[src/pkg/dspm_pkg.sv]
// Notes on behaviour
// - Lower base window 0x0000-0x7FFF maps straight through, page registers ignored.
// - Effective address bit 15 clear lands in extended page zero, 0x000000-0x007FFF.
// - Upper window with page value zero never reaches extended page zero.
// - Reset loads read-page and write-page selects with 0x001.
// - Upper-window access with selected page zero raises an address error trap.
// - Software write of zero to the read-page or write-page select is ignored.
// - Pages other than zero reachable only through upper window, bit 15 set.
// - Upper-window extended address is page concatenated with effective address bits 14:0.
// - Program addresses are 24 bits, from 23-bit counter or table operations.
// - Ordinary program access confined to lower half of program space.
// - Table read reaches configuration area only when table page bit 7 set.
// - Modulo addressing available in both X and Y spaces.
// - Bit-reversed addressing applies only to X space writes.
// - All data writes use combined X and Y range, no Y split.
// - X/Y boundary fixed per variant, not software programmable.
// - X and Y reads run concurrently on separate paths.
// - X has separate read and write buses; X read carries combined reads.
package dspm_pkg;
	localparam int PAGE_W    = 9;
	localparam int EA_W      = 16;
	localparam int XA_W      = 24;
	localparam int PC_W      = 23;
	localparam int TBL_W     = 8;
	localparam int TBL_CFG_B = 7;

	localparam logic [PAGE_W-1:0] PAGE_RST  = 9'h001;
	localparam logic [PAGE_W-1:0] PAGE_ZERO = 9'h000;
	localparam logic [TBL_W-1:0]  TBL_RST   = 8'h00;
	localparam logic [EA_W-1:0]   Y_BASE    = 16'h4000;

	localparam logic [7:0] OFF_RPAGE  = 8'h00;
	localparam logic [7:0] OFF_WPAGE  = 8'h04;
	localparam logic [7:0] OFF_TPAGE  = 8'h08;
	localparam logic [7:0] OFF_MODCTL = 8'h0c;
	localparam logic [7:0] OFF_XMODS  = 8'h10;
	localparam logic [7:0] OFF_XMODE  = 8'h14;
	localparam logic [7:0] OFF_YMODS  = 8'h18;
	localparam logic [7:0] OFF_YMODE  = 8'h1c;
	localparam logic [7:0] OFF_STATUS = 8'h20;
	localparam logic [7:0] OFF_YBASE  = 8'h24;

	localparam int MC_XMOD = 0;
	localparam int MC_YMOD = 1;
	localparam int MC_BREV = 2;
	localparam int MC_BITS = 4;

	localparam logic [7:0]      MODCTL_RST = 8'h00;
	localparam logic [EA_W-1:0] MOD_RST    = 16'h0000;
	localparam logic [15:0]     CNT_RST    = 16'h0000;
endpackage

[src/dspm_agu.sv]
`timescale 1ns/10ps
module dspm_agu
	import dspm_pkg::*;
#(
	parameter int AW = EA_W
)(
	// Raw address
	input  wire logic [AW-1:0] ea_in,
	// Modulo window
	input  wire logic          mod_en,
	input  wire logic [AW-1:0] mod_start,
	input  wire logic [AW-1:0] mod_end,
	// Bit reversal
	input  wire logic          brev_en,
	input  wire logic [3:0]    brev_bits,
	// Adjusted address
	output logic      [AW-1:0] ea_out
);
	function automatic logic [AW-1:0] bit_rev(input logic [AW-1:0] a, input logic [3:0] n);
		logic [AW-1:0] r;
		r = a;
		for (int i = 0; i < AW; i++)
		begin
			if (i < int'(n))
				r[i] = a[int'(n) - 1 - i];
		end
		return r;
	endfunction

	// Wrap to the opposite bound so either step direction stays in the buffer
	always_comb
	begin
		ea_out = ea_in;
		if (brev_en)
			ea_out = bit_rev(ea_in, brev_bits);
		else if (mod_en && ea_in > mod_end)
			ea_out = mod_start;
		else if (mod_en && ea_in < mod_start)
			ea_out = mod_end;
	end
endmodule

[src/dspm_mapper.sv]
`timescale 1ns/10ps
module dspm_mapper
	import dspm_pkg::*;
#(
	parameter logic [EA_W-1:0] Y_START = Y_BASE
)(
	// Clock and reset
	input  wire logic              pclk,
	input  wire logic              presetn,
	input  wire logic              ce,
	// APB slave
	input  wire logic              psel,
	input  wire logic              penable,
	input  wire logic              pwrite,
	input  wire logic [7:0]        paddr,
	input  wire logic [31:0]       pwdata,
	output logic      [31:0]       prdata,
	output logic                   pready,
	output logic                   pslverr,
	// X data request
	input  wire logic              x_req,
	input  wire logic              x_we,
	input  wire logic [EA_W-1:0]   x_ea,
	// Y data request
	input  wire logic              y_req,
	input  wire logic [EA_W-1:0]   y_ea,
	// Program request
	input  wire logic              pc_req,
	input  wire logic [PC_W-1:0]   pc,
	input  wire logic              tbl_req,
	input  wire logic [EA_W-1:0]   tbl_ea,
	// X read bus
	output logic                   xr_valid,
	output logic      [XA_W-1:0]   xr_addr,
	// X write bus
	output logic                   xw_valid,
	output logic      [XA_W-1:0]   xw_addr,
	// Y read bus
	output logic                   yr_valid,
	output logic      [EA_W-1:0]   yr_addr,
	output logic                   y_range_err,
	// Program bus
	output logic                   pg_valid,
	output logic      [XA_W-1:0]   pg_addr,
	output logic                   pg_cfg,
	output logic                   pg_err,
	// Trap
	output logic                   addr_err_trap
);
	logic [PAGE_W-1:0] read_page_select_q;
	logic [PAGE_W-1:0] write_page_select_q;
	logic [TBL_W-1:0]  table_page_select_q;
	logic [7:0]        modctl_q;
	logic [EA_W-1:0]   xmods_q;
	logic [EA_W-1:0]   xmode_q;
	logic [EA_W-1:0]   ymods_q;
	logic [EA_W-1:0]   ymode_q;
	logic [15:0]       trap_cnt_q;
	logic              pready_q;
	logic [31:0]       prdata_q;
	logic              pslverr_q;
	logic              mapped;
	logic [31:0]       rd_mux;
	logic              wr_fire;
	logic [EA_W-1:0]   x_adj;
	logic [EA_W-1:0]   y_adj;
	logic [PAGE_W-1:0] sel_page;
	logic [XA_W-1:0]   x_map;
	logic              x_trap;
	logic [XA_W-1:0]   pg_d;
	logic              pg_cfg_d;
	logic              pg_err_d;

	// APB decode
	always_comb
	begin
		mapped = 1'b1;
		rd_mux = 32'h0000_0000;
		unique case (paddr)
			OFF_RPAGE:  rd_mux = {23'h000000, read_page_select_q};
			OFF_WPAGE:  rd_mux = {23'h000000, write_page_select_q};
			OFF_TPAGE:  rd_mux = {24'h000000, table_page_select_q};
			OFF_MODCTL: rd_mux = {24'h000000, modctl_q};
			OFF_XMODS:  rd_mux = {16'h0000, xmods_q};
			OFF_XMODE:  rd_mux = {16'h0000, xmode_q};
			OFF_YMODS:  rd_mux = {16'h0000, ymods_q};
			OFF_YMODE:  rd_mux = {16'h0000, ymode_q};
			OFF_STATUS: rd_mux = {16'h0000, trap_cnt_q};
			OFF_YBASE:  rd_mux = {16'h0000, Y_START};
			default:    mapped = 1'b0;
		endcase
	end

	// One wait state so read data comes from a flop
	always_ff @(posedge pclk or negedge presetn)
	begin
		if (!presetn)
		begin
			pready_q  <= 1'b0;
			prdata_q  <= 32'h0000_0000;
			pslverr_q <= 1'b0;
		end
		else if (ce)
		begin
			pready_q  <= psel && penable && !pready_q;
			prdata_q  <= (psel && !pwrite) ? rd_mux : 32'h0000_0000;
			pslverr_q <= psel && penable && !pready_q && !mapped;
		end
	end

	assign pready  = pready_q;
	assign prdata  = prdata_q;
	assign pslverr = pslverr_q;
	assign wr_fire = ce && psel && penable && pready_q && pwrite;

	// Page selects
	always_ff @(posedge pclk or negedge presetn)
	begin
		if (!presetn)
		begin
			read_page_select_q  <= PAGE_RST;
			write_page_select_q <= PAGE_RST;
		end
		else if (wr_fire)
		begin
			// Zero would alias page zero through the upper window
			if (paddr == OFF_RPAGE && pwdata[PAGE_W-1:0] != PAGE_ZERO)
				read_page_select_q <= pwdata[PAGE_W-1:0];
			if (paddr == OFF_WPAGE && pwdata[PAGE_W-1:0] != PAGE_ZERO)
				write_page_select_q <= pwdata[PAGE_W-1:0];
		end
	end

	// Table page and addressing modes
	always_ff @(posedge pclk or negedge presetn)
	begin
		if (!presetn)
		begin
			table_page_select_q <= TBL_RST;
			modctl_q            <= MODCTL_RST;
			xmods_q             <= MOD_RST;
			xmode_q             <= MOD_RST;
			ymods_q             <= MOD_RST;
			ymode_q             <= MOD_RST;
		end
		else if (wr_fire)
		begin
			if (paddr == OFF_TPAGE)
				table_page_select_q <= pwdata[TBL_W-1:0];
			if (paddr == OFF_MODCTL)
				modctl_q <= pwdata[7:0];
			if (paddr == OFF_XMODS)
				xmods_q <= pwdata[EA_W-1:0];
			if (paddr == OFF_XMODE)
				xmode_q <= pwdata[EA_W-1:0];
			if (paddr == OFF_YMODS)
				ymods_q <= pwdata[EA_W-1:0];
			if (paddr == OFF_YMODE)
				ymode_q <= pwdata[EA_W-1:0];
		end
	end

	// Address generation, bit reversal offered to X writes only
	dspm_agu #(.AW(EA_W)) u_xagu (
		.ea_in     (x_ea),
		.mod_en    (modctl_q[MC_XMOD]),
		.mod_start (xmods_q),
		.mod_end   (xmode_q),
		.brev_en   (modctl_q[MC_BREV] && x_we),
		.brev_bits (modctl_q[MC_BITS+:4]),
		.ea_out    (x_adj)
	);

	dspm_agu #(.AW(EA_W)) u_yagu (
		.ea_in     (y_ea),
		.mod_en    (modctl_q[MC_YMOD]),
		.mod_start (ymods_q),
		.mod_end   (ymode_q),
		.brev_en   (1'b0),
		.brev_bits (4'h0),
		.ea_out    (y_adj)
	);

	// Data space mapping
	always_comb
	begin
		sel_page = x_we ? write_page_select_q : read_page_select_q;
		x_trap   = 1'b0;
		if (!x_adj[EA_W-1])
			x_map = {{(XA_W-EA_W+1){1'b0}}, x_adj[EA_W-2:0]};
		else
		begin
			x_map  = {sel_page, x_adj[EA_W-2:0]};
			x_trap = (sel_page == PAGE_ZERO);
		end
	end

	// X buses: writes and combined reads, never the Y split
	always_ff @(posedge pclk or negedge presetn)
	begin
		if (!presetn)
		begin
			xr_valid <= 1'b0;
			xw_valid <= 1'b0;
			xr_addr  <= '0;
			xw_addr  <= '0;
		end
		else if (ce)
		begin
			xr_valid <= x_req && !x_we && !x_trap;
			xw_valid <= x_req && x_we && !x_trap;
			if (x_req && !x_we)
				xr_addr <= x_map;
			if (x_req && x_we)
				xw_addr <= x_map;
		end
	end

	// Y read path runs alongside X for dual-operand fetches
	always_ff @(posedge pclk or negedge presetn)
	begin
		if (!presetn)
		begin
			yr_valid    <= 1'b0;
			yr_addr     <= '0;
			y_range_err <= 1'b0;
		end
		else if (ce)
		begin
			yr_valid    <= y_req && (y_adj >= Y_START);
			y_range_err <= y_req && (y_adj < Y_START);
			if (y_req)
				yr_addr <= y_adj;
		end
	end

	// Trap and its count
	always_ff @(posedge pclk or negedge presetn)
	begin
		if (!presetn)
		begin
			addr_err_trap <= 1'b0;
			trap_cnt_q    <= CNT_RST;
		end
		else if (ce)
		begin
			addr_err_trap <= x_req && x_trap;
			if (x_req && x_trap)
				trap_cnt_q <= trap_cnt_q + 16'h0001;
		end
	end

	// Program space: fetch has priority over table reads
	always_comb
	begin
		pg_cfg_d = 1'b0;
		pg_err_d = 1'b0;
		if (pc_req)
		begin
			pg_d     = {1'b0, pc};
			pg_err_d = pg_d[XA_W-1];
		end
		else
		begin
			pg_d = {table_page_select_q, tbl_ea};
			if (pg_d[XA_W-1])
			begin
				pg_cfg_d = tbl_req && table_page_select_q[TBL_CFG_B];
				pg_err_d = !pg_cfg_d;
			end
		end
	end

	always_ff @(posedge pclk or negedge presetn)
	begin
		if (!presetn)
		begin
			pg_valid <= 1'b0;
			pg_addr  <= '0;
			pg_cfg   <= 1'b0;
			pg_err   <= 1'b0;
		end
		else if (ce)
		begin
			pg_valid <= (pc_req || tbl_req) && !pg_err_d;
			pg_cfg   <= (pc_req || tbl_req) && pg_cfg_d;
			pg_err   <= (pc_req || tbl_req) && pg_err_d;
			if (pc_req || tbl_req)
				pg_addr <= pg_d;
		end
	end

	property p_lower_direct;
		@(posedge pclk) disable iff (!presetn)
		(ce && x_req && !x_we && !x_adj[15]) |=> (xr_addr == {9'h000, $past(x_adj[14:0])});
	endproperty
	a_lower_direct: assert property (p_lower_direct) else $error("lower window not direct");

	property p_page_zero_range;
		@(posedge pclk) disable iff (!presetn)
		(ce && x_req && x_we && !x_ea[15] && !modctl_q[MC_BREV] && !modctl_q[MC_XMOD])
			|=> (xw_addr <= 24'h007fff);
	endproperty
	a_page_zero_range: assert property (p_page_zero_range) else $error("page zero range wrong");

	property p_no_zero_page;
		@(posedge pclk) disable iff (!presetn)
		(read_page_select_q != 9'h000) && (write_page_select_q != 9'h000);
	endproperty
	a_no_zero_page: assert property (p_no_zero_page) else $error("page select reached zero");

	property p_reset_pages;
		@(posedge pclk)
		$rose(presetn) |-> (read_page_select_q == 9'h001) && (write_page_select_q == 9'h001);
	endproperty
	a_reset_pages: assert property (p_reset_pages) else $error("page reset value wrong");

	property p_zero_write_ignored;
		@(posedge pclk) disable iff (!presetn)
		(wr_fire && paddr == OFF_RPAGE && pwdata[8:0] == 9'h000)
			|=> $stable(read_page_select_q);
	endproperty
	a_zero_write_ignored: assert property (p_zero_write_ignored) else $error("zero page write took");

	property p_upper_map;
		@(posedge pclk) disable iff (!presetn)
		(ce && x_req && !x_we && x_ea[15] && !modctl_q[MC_XMOD])
			|=> (xr_addr == {$past(read_page_select_q), $past(x_ea[14:0])});
	endproperty
	a_upper_map: assert property (p_upper_map) else $error("upper window mapping wrong");

	property p_write_page_used;
		@(posedge pclk) disable iff (!presetn)
		(ce && x_req && x_we && x_ea[15] && !modctl_q[MC_XMOD] && !modctl_q[MC_BREV])
			|=> xw_valid && (xw_addr[23:15] == $past(write_page_select_q));
	endproperty
	a_write_page_used: assert property (p_write_page_used) else $error("write page not applied");

	property p_pc_map;
		@(posedge pclk) disable iff (!presetn)
		(ce && pc_req) |=> (pg_addr == {1'b0, $past(pc)}) && !pg_cfg;
	endproperty
	a_pc_map: assert property (p_pc_map) else $error("program address wrong");

	property p_cfg_needs_bit7;
		@(posedge pclk) disable iff (!presetn)
		pg_cfg |-> $past(table_page_select_q[7]) && $past(tbl_req) && !$past(pc_req);
	endproperty
	a_cfg_needs_bit7: assert property (p_cfg_needs_bit7) else $error("config area reached wrongly");

	property p_y_no_brev;
		@(posedge pclk) disable iff (!presetn)
		(ce && y_req && !modctl_q[MC_YMOD] && y_ea >= Y_START) |=> yr_valid && (yr_addr == $past(y_ea));
	endproperty
	a_y_no_brev: assert property (p_y_no_brev) else $error("Y address altered");

	property p_dual_fetch;
		@(posedge pclk) disable iff (!presetn)
		(ce && x_req && !x_we && y_req && y_ea >= Y_START && !modctl_q[MC_YMOD] && !(x_ea[15]))
			|=> xr_valid && yr_valid;
	endproperty
	a_dual_fetch: assert property (p_dual_fetch) else $error("dual fetch not concurrent");
endmodule

[config.mk]
export PLATFORM = sky130hd
export DESIGN_NAME = dspm_mapper
export DESIGN_NICKNAME = d
export VERILOG_FILES = /design/src/pkg/dspm_pkg.sv /design/src/dspm_agu.sv /design/src/dspm_mapper.sv
export SDC_FILE = /design/constraint.sdc
export NUM_CORES = 1
export LEC_CHECK = 0
export BUFFER_PORTS_ARGS = -buffer_cell sky130_fd_sc_hd__buf_2
export CORE_ASPECT_RATIO = 1.4
export CORE_MARGIN = 2
export CORE_UTILIZATION = 48
export CTS_BUF_LIST = sky130_fd_sc_hd__clkbuf_16
export CTS_CLUSTER_SIZE = 25
export DETAILED_ROUTE_END_ITERATION = 16
export MAX_ROUTING_LAYER = met4
export PLACE_DENSITY_LB_ADDON = 0.25
export SLEW_MARGIN = 20
export SYNTH_ARGS = -nofsm -noshare
export SYNTH_HDL_FRONTEND = slang
export SYNTH_SLANG_ARGS = --single-unit
[constraint.sdc]
create_clock -name pclk -period 4.4 [get_ports pclk]
set_input_delay 0 -clock pclk [delete_from_list [all_inputs] [get_ports pclk]]
set_output_delay 0 -clock pclk [all_outputs]
set_load 0.01 [all_outputs]
Word-level counts from Yosys, hierarchy flattened
Index checks and enable logic that the tools add are counted.

word-level totals
  bits in registers = 244
  input port bits = 122
  logic and storage cells = 212
  output and inout port bits = 130

cells by class
  multiplexer cells = 76
  magnitude comparators = 36
  $add $sub $neg = 16
  reductions and logical operators = 51
  equal/unequal tests = 9

operators by type and width
  kind                                                                                    count
  32-bit by 6-bit < comparator with 1-bit output (second input constant)                  15
  32-bit by 5-bit subtractor with 32-bit output (second input constant)                   7
  16-bit one-hot mux with 10 select lines                                                 1
  32-bit by 4-bit subtractor with 32-bit output (second input constant)                   4
  16-bit two-way mux                                                                      5
  32-bit by 3-bit subtractor with 32-bit output (second input constant)                   2
  1-bit binary-select mux with 4-bit select                                               15
  1-bit two-way mux                                                                       51
  24-bit two-way mux                                                                      2
  8-bit by 5-bit equality test with 1-bit output (second input constant)                  4
  16-bit greater-than comparator                                                          2
  16-bit < comparator                                                                     2
  32-bit two-way mux                                                                      1
  32-bit by 2-bit subtractor with 32-bit output (second input constant)                   1
  4-bit < comparator (first input constant)                                               7
  1-bit logical AND                                                                       26
  2-bit AND reduction                                                                     13
  16-bit by 1-bit adder with 16-bit output (second input constant)                        1
  8-bit by 4-bit equality test with 1-bit output (second input constant)                  2
  8-bit by 6-bit equality test with 1-bit output (second input constant)                  2
  16-bit by 15-bit greater-or-equal comparator with 1-bit output (second input constant)  1
  16-bit by 15-bit < comparator with 1-bit output (second input constant)                 1
  3-bit by 4-bit < comparator with 1-bit output (first input constant)                    4
  10-bit OR reduction                                                                     1
  other kinds (10)                                                                        18

Longest topological paths before layout
Gate-level depths: netlist (run 1).

  depth after elaboration = 10
  depth in mapped cells = 15
  gate-level depth less buffers = 12

Hierarchy
From an unflattened synthesis (run 1), not the netlist that was laid out.

unflattened totals
  cell total of the unflattened synthesis = 1491
  area total of the unflattened synthesis = 15692.6 µm²

modules (own cells, without submodules)
  module       instances  area each (µm²)  cells an instance  seq. area each (µm²)
  dspm_mapper  1          9929.5           791                5708.0
  dspm_agu     2          2881.5           350                0.0

Worst setup path before layout (run 1)
OpenSTA, ideal clock, no wires.

  path kind = reg2reg
  start point = reg modctl_q[4]
  end point = reg xw_addr[2]
  period minus slack after synthesis = 3.740 ns
  setup time = 0.127 ns
  path buffers = 4
  data required time = 4.273 ns
  arrival = 3.613 ns
  stages on the path, launching flop included = 14
  path slack = 0.660 ns
  cells stage by stage = dfrtp_1 -> buf_2 -> buf_2 -> inv_1 -> ha_1 -> clkbuf_1 -> clkbuf_1 -> inv_1 -> ha_1 -> inv_1 -> mux4_2 -> mux2_2 -> o21ai_0 -> o21ai_0

on the way
  cells in the longest elaborated chain, start to end = 8
  elaborated cells on any way between the ends = 9
  those cells by class = add/sub: 2; order compare: 1; mux: 6

RTL lines
  item                                                  line                RTL
  start: declaration                                    dspm_mapper.sv:53   logic [7:0] modctl_q;
  start signal: assignment                              dspm_mapper.sv:151  modctl_q <= pwdata[7:0];
  4-bit by 1-bit subtractor with 5-bit output           dspm_agu.sv:25      r[i] = a[int'(n) - 1 - i];
  32-bit by 3-bit subtractor with 32-bit output         dspm_agu.sv:25
  1-bit binary-select mux with 4-bit select             dspm_agu.sv:25
  1-bit two-way mux (not written as such) (2 in a row)  dspm_agu.sv:25
  1-bit two-way mux (*)                                 dspm_agu.sv:24      if (i < int'(n))
  16-bit two-way mux (*)                                dspm_agu.sv:34      if (brev_en)
  24-bit two-way mux (*)                                dspm_mapper.sv:189  if (!x_adj[EA_W-1])
  end signal: assignment                                dspm_mapper.sv:215  xw_addr <= x_map;
  end: declaration                                      dspm_mapper.sv:37   output logic [XA_W-1:0] xw_addr,

Every way passes the cells marked *; elsewhere a longest branch is shown, timed or not. The select of a mux whose other input is x is not followed.
A chain may end at the register's enable or synchronous reset.

Worst setup path after layout (run 1)
  start point = reg xmode_q[11]
  end point = reg trap_cnt_q[3]

on the way
  cells in the longest elaborated chain, start to end = 7

RTL lines
  item                            line                RTL
  start: declaration              dspm_mapper.sv:55   logic [EA_W-1:0] xmode_q;
  start signal: assignment        dspm_mapper.sv:155  xmode_q <= pwdata[EA_W-1:0];
  16-bit greater-than comparator  dspm_agu.sv:36      else if (mod_en && ea_in > mod_end)
  1-bit logical AND               dspm_agu.sv:36
  16-bit two-way mux              dspm_agu.sv:36
  16-bit two-way mux              dspm_agu.sv:34
  1-bit two-way mux               dspm_mapper.sv:189
  1-bit logical AND               dspm_mapper.sv:248  if (x_req && x_trap)
  2-bit AND reduction (no line)   --
  end signal: assignment          dspm_mapper.sv:249  trap_cnt_q <= trap_cnt_q + 16'h0001;
  end: declaration                dspm_mapper.sv:58   logic [15:0] trap_cnt_q;

Every way passes these cells.

==> results of run 1 <==
-- registers in the layout, indices dropped and copies added (netlist names), 8 cells and up --
name	cells
pg_addr	24
xr_addr	24
xw_addr	24
prdata	16
trap_cnt_q	16
xmode_q	16
xmods_q	16
ymode_q	16
ymods_q	16
yr_addr	16
read_page_select_q	9
write_page_select_q	9
modctl_q	8
table_page_select_q	8
-- worst max-delay path: cells and delay by family (launching register included) --
| kind | cells | cell delay (ns) |
|---|---|---|
| xor gates and xnor gates | 1 | 0.15 |
| and+or+nand+nor | 4 | 1.04 |
| AOI/OAI and AO/OA | 3 | 1.13 |
| adders and majority gates | 1 | 0.31 |
| DFF | 1 | 0.40 |
| buffers and inverters | 2 | 0.45 |
-- cell type report --
cell class,count,area (um2),share of cell area (%)
Multi-Input combinational cell,937,6940,42.3
Sequential cell,228,5710,34.8
Timing Repair Buffer,332,2170,13.2
Clock buffer,24,601,3.66
Tap cell,370,463,2.82
Inverter,96,360,2.20
Clock inverter,18,165,1.01
-- repair_timing --
action | CTS | global route
resized for setup | 0 | 0
endpoints found under the hold margin | 250 | 0
hold buffers | 85 | 0
-- cell families (layout without fill, tap and decap cells) --
| logic type | count (synthesis) | after routing | share of synthesized area (%) |
|---|---|---|---|
| other cells | 1 | 16 | 0.0282 |
| mux | 190 | 190 | 17.2 |
| fa+ha+maj | 73 | 73 | 6.87 |
| buf+inv | 176 | 470 | 5.49 |
| simple gates | 338 | 338 | 11.2 |
| xor+xnor | 24 | 24 | 1.58 |
| flops | 228 | 228 | 42.9 |
| compound gates | 296 | 296 | 14.7 |
-- placed cells by master, fill, tap and decap left out, types with 13 or more instances in the layout --
cell type      count
mux2_2           107
a22oi_1           25
dlygate4sd3_1     85
nand3_1           27
nand2_1          177
nand4_1           18
mux4_2            20
a21o_1            13
o21ai_0          104
mux2i_1           62
a21boi_0          18
dfrtp_1          226
buf_4             28
conb_1            16
inv_1            101
a21oi_1           31
ha_1              73
clkbuf_16         24
buf_2            218
a31oi_1           18
nor2_1            62
o31ai_1           16
o22ai_1           16
xor2_1            16
a222oi_1          15
-- cell usage after synthesis (3+ instances only) --
library cell / number / area (um2)
mux2_2: 107 / 1200
and2_1: 4 / 25.0
and3_1: 6 / 37.5
mux2i_1: 62 / 621
xor2_1: 16 / 140
a22o_1: 3 / 26.3
o21ai_0: 105 / 526
nor3_1: 9 / 45.0
clkbuf_1: 51 / 191
nor2_1: 63 / 236
nand2_1: 177 / 664
o22ai_1: 16 / 100
o31ai_1: 17 / 128
inv_1: 96 / 360
mux4_2: 20 / 450
nand4_1: 18 / 113
a21o_1: 13 / 97.6
buf_1: 6 / 22.5
buf_2: 6 / 30.0
nand2b_1: 7 / 43.8
nor3b_1: 3 / 22.5
dfrtp_1: 226 / 5660
a221oi_1: 11 / 96.3
or4_1: 3 / 22.5
nand3_1: 27 / 135
a21boi_0: 18 / 135
buf_4: 16 / 120
a21oi_1: 31 / 155
a22oi_1: 25 / 188
ha_1: 73 / 913
a31oi_1: 18 / 113
o211ai_1: 5 / 37.5
nor2b_1: 5 / 31.3
xnor2_1: 8 / 70.1
a222oi_1: 15 / 150
nor4_1: 6 / 37.5
nor4b_1: 3 / 26.3
-- layer usage --
layer	global-route usage (%)	vias to the layer above	share of wire, %
met3	3.29	113	4.9
met1	35.9	5749	40
li1	-	5333	-
met4	11.1	0	4.2
met5	-	-	0
met2	49.8	427	51
-- worst paths after layout --
kind	cells past startpoint	from	endpoint
min in group asynchronous	2	presetn	write_page_select_q[6]
worst max register to register	11	xmode_q[11]	trap_cnt_q[3]
worst min register to register	2	xr_addr[0]	xr_addr[0]
max in group asynchronous	3	presetn	xw_addr[9]
worst min-delay path	5	x_ea[9]	xw_addr[9]
worst max-delay path	11	xmode_q[11]	trap_cnt_q[3]
-- power groups by stage --
stage | clock [mW] | sequential (mW) | combinational [mW]
after floorplan | 0 | 2.36 | 0.275
after global placement | 0 | 2.32 | 0.609
after detailed placement | 0 | 2.33 | 0.620
after CTS | 2.05 | 2.29 | 0.691
after global routing | 2.13 | 2.31 | 0.778
final | 2.02 | 2.29 | 0.696
-- stage by stage --
stage	instances	area, um2	utilization, %	power (mW)	hold slack, ns
finish	2005	16400	59.7	5.01	0.0234
global route	2005	16400	59.7	5.21	0.0251
CTS	2005	16400	59.7	5.03	0.00712
detailed placement	1878	14800	53.8	2.95	0.136
global placement	1878	14800	53.8	2.93	0.131
floorplan	1341	13400	-	2.64	-0.296
==> impl_metrics.tcl, run 1 <==
set metrics [dict create \
    pwr-share-seq_pct 45.7 \
    power_frac_comb_pct 13.9 \
    finalHoldViolCount 0 \
    gp_congestion 0.927 \
    dr.pass1.iters 6 \
    synth-main-ff-cell "dfrtp_1" \
    power.share.clock_pct 40.4 \
    via_count 11622 \
    slew_violations 0 \
    drive_gt1_share_pct 25.4 \
    rrSetupSlack_ns 0.79 \
    synth_edf_count 0 \
    switching_share_pct 26.7 \
    crit_chain "inv_1 -> ha_1 -> nand4_1 -> or4_1 -> a21o_1 -> a31oi_4 -> and3b_1 -> a2111oi_4 -> buf_4 -> nor3b_1 -> xor2_1" \
    grt_pass1_wl_um 64900 \
    p_leak_nw 7.93 \
    yosys_warnings 0 \
    fin_crit_sh_pct 82.2 \
    p_per_area_mw_per_mm2 305 \
    n_antenna_cell 0 \
    grt_pass1_vias 11880 \
    synth.avg_cell_area_um2 10.0 \
    cap_violations 0 \
    worstMarginPinSlew_ns 1.06 \
    worst_path_max_delay_cell "a2111oi_4" \
    switching_power_mw 1.34 \
    antenna_found_initial 0 \
    p_int_mw 3.67 \
    worstSetupStartpointType "flop" \
    fin_ws_ns 0.785 \
    initial_utilization_pct 48.4 \
    hp-class "in2reg" \
    achievable-frequency_mhz 277 \
    grt_max_degree 110 \
    relSlewSlack_pct 29.1 \
    synth_seq_cells 228 \
    wl_per_cell_um 20.4 \
    dieArea_mm2 0.0291 \
    ant_nets 0 \
    cts_buffers 24 \
    setup_viol 0 \
    fin_skew_ns 0.0211 \
    synth_cell_type_count 61 \
    dr.first_iter.drc_count 834 \
    required_ns 4.81 \
    rsz0062_at_grt "no" \
    worstSetupPathType "reg2reg" \
    clock_latency_ns 0.53 \
    clkTransAtPathRegs_ns 0.07 \
    worstPathMaxFanout 24 \
    cts_tree "built" \
    die_w_um 145 \
    post-place-ws_ns 0.763 \
    ctsHtreeMaxLevel 1 \
    viasPerCell 5.80 \
    finalWirelength_um 41000 \
    max_stage_delay_ns 0.55 \
    crit_path_end_kind "flop" \
    crit_arrival_ns 4.02 \
    status "completed" \
    syn_to_final_growth_pct 23.4 \
    core.rowCount 72 \
    grtUsageTotal_pct 29.4 \
    finalNetCount 1814 \
    drc 0 \
    root_buffer "clkbuf_16" \
    fillers 2351 \
    post_cts_buffers 0 \
    ys_seq_area_share_pct 42.9 \
    die_h_um 201 \
    cts.path.max_buffers 3 \
    final.setup.tns_ns 0 \
    async_reset_ff_share_pct 100 \
    pin_count 252 \
    grt_overflow 0 \
    clkSinkCount 228 \
    syn_inst 1326 \
    dp_hpwl_um 29300 \
    synth_area_mm2 0.0133 \
    portBuffers 219 \
    core_area_mm2 0.0275 \
    ir_drop_uv 296 \
    fin_crit_ns 3.61 \
]
(Power assumes the default switching activity.)
==> inputs of run 2 (changes only) <==
- clock period: 4.4 -> 3 ns (I/O delays scaled with it)
==> run 2 against run 1 <==
Against the previous run:
- routed wire length is 3.3% higher
- setup slack worse by 0.89 ns
- via count is 2.0% higher
- combinational power is 52% higher
- hold slack worse by 0.016 ns
- critical endpoint is now trap_cnt_q[1]
- global-route usage is 0.62 points higher
- the run now ends with negative setup slack left
- fmax is 17% higher
- clock skew hardly changed
==> impl_metrics.tcl, run 2 (synthesis results as in run 1) <==
set metrics [dict create \
    power.total_mw 7.42 \
    hp-class "in2reg" \
    cts_tree "built" \
    fin_ws_ns -0.102 \
    initial_utilization_pct 48.4 \
    final_common_cell "dfrtp_1" \
    crit_path_end_kind "flop" \
    final_cells 2070 \
    achievable-frequency_mhz 322 \
    post_dp_cell_area_mm2 0.0153 \
    dp_hpwl_um 31200 \
    dr.pass1.iters 6 \
    core_area_mm2 0.0275 \
    worstPathMaxFanout 5 \
    grt_pass1_vias 11933 \
    final_cell_mix "dfrtp_1, buf_2, nand2_1" \
    via_count 11850 \
    grt_overflow 0 \
    whs_ns 0.00726 \
    top_regs "pg_addr (24), xr_addr (24), xw_addr (24)" \
    startpoint "xmode_q[11]" \
    worstSetupPathType "reg2reg" \
    hold-path-cell-count 4 \
    fin_crit_ns 3.10 \
    wl_met3_um 2290 \
    required_ns 3.41 \
    fillers 2292 \
    p_per_area_mw_per_mm2 435 \
    seq_area_mm2 0.00571 \
    antenna_found_initial 0 \
    crit_arrival_ns 3.51 \
    cts.path.max_buffers 3 \
    slew_violations 0 \
    status "finished, violations left" \
    grtUsageTotal_pct 30.0 \
    cts_buffers 24 \
    rr_worst_depth 11 \
    finalNetCount 1877 \
    gp_congestion 0.956 \
    root_buffer "clkbuf_16" \
    core.rowCount 72 \
    clkTransAtPathRegs_ns 0.06 \
    drc 0 \
    die_w_um 145 \
    multi_input_area_mm2 0.00709 \
    clkSinkCount 228 \
    dr.first_iter.drc_count 746 \
    rsz0062_at_grt "yes" \
    worstSetupStartpointType "flop" \
    finalHoldViolCount 0 \
    setup_viol 17 \
    wl_per_cell_um 20.4 \
    top_layer "met4" \
    worstMarginPinSlew_ns 0.942 \
    drt-met1-wl_um 16100 \
    failed_checks "negative setup slack" \
    pin_count 252 \
    worstReg2RegEnd "trap_cnt_q[1]" \
    fin_crit_sh_pct 103 \
    viasPerCell 5.72 \
    n_antenna_cell 0 \
    cap_violations 0 \
    crit_end "trap_cnt_q[1]" \
    ctsHtreeMaxLevel 1 \
    wl_met2_um 22000 \
    finalWirelength_um 42300 \
    rrSetupSlack_ns -0.10 \
    post-place-ws_ns -0.119 \
    placedCellCount 1941 \
    dieArea_mm2 0.0291 \
    portBuffers 219 \
    die_h_um 201 \
    ant_nets 0 \
    ir_drop_uv 438 \
    grt_max_degree 89 \
    relSlewSlack_pct 37.0 \
    drive_gt1_share_pct 29.8 \
    clock_latency_ns 0.53 \
    r2r-start "xmode_q[11]" \
    grt_pass1_wl_um 65800 \
    finalInstanceArea_mm2 0.0171 \
    syn_to_final_growth_pct 28.4 \
    fin_skew_ns 0.0207 \
    p_leak_nw 8.30 \
]
-- run 2: repair_timing --
| item | CTS | global route |
|---|---|---|
| gates resized for setup | 1 | 44 |
| pin swaps | 0 | 6 |
| gates cloned | 0 | 0 |
| setup buffers | 0 | 5 |
| endpoints found under the hold margin | 229 | 0 |
| setup endpoints to repair | 11 | 61 |
| hold buffers | 80 | 0 |
-- run 2: area by class of cell --
type / instances / share of cell area [%]
clock buffer: 24 / 3.52
clock inverter: 20 / 1.06
inverter: 96 / 2.11
multi-input combinational: 937 / 41.5
sequential: 228 / 33.4
tap: 370 / 2.71
timing repair buffer: 395 / 15.7
-- run 2: critical path: stages, from the launching register on --
cell       delay (ns)
dfrtp_1          0.35
inv_2            0.05
ha_4             0.26
nand4_1          0.18
or4_4            0.57
a21o_1           0.20
a31oi_4          0.16
and3b_2          0.24
a2111oi_4        0.31
buf_4            0.20
nand3b_1         0.16
mux2_4           0.31
-- run 2: worst min-delay path by stage --
stage,start,to
floorplan,presetn,addr_err_trap
global placement,presetn,xw_addr[10]
detailed placement,presetn,xw_addr[10]
CTS,x_ea[9],xw_addr[9]
global route,x_we,xr_addr[16]
finish,x_we,xr_addr[18]
-- run 2: power by group --
part / internal (mW) / switching [mW]
clock network: 1.72 / 1.27
registers: 3.24 / 0.126
logic: 0.466 / 0.597
-- run 2: routing by layer --
metal  vias up  track usage, %
li1       5460               -
met1      5834            35.2
met2       449            52.3
met3       107            3.20
met4         0            11.8
met5         -               -
-- run 2: metrics by stage --
stage                     setup TNS [ns]  utilization [%]
after floorplan                        0                -
after global placement           -0.0102             55.7
after detailed placement          -0.375             55.7
after CTS                         -0.275             61.5
after global routing               -4.77             62.1
final                             -0.423             62.1
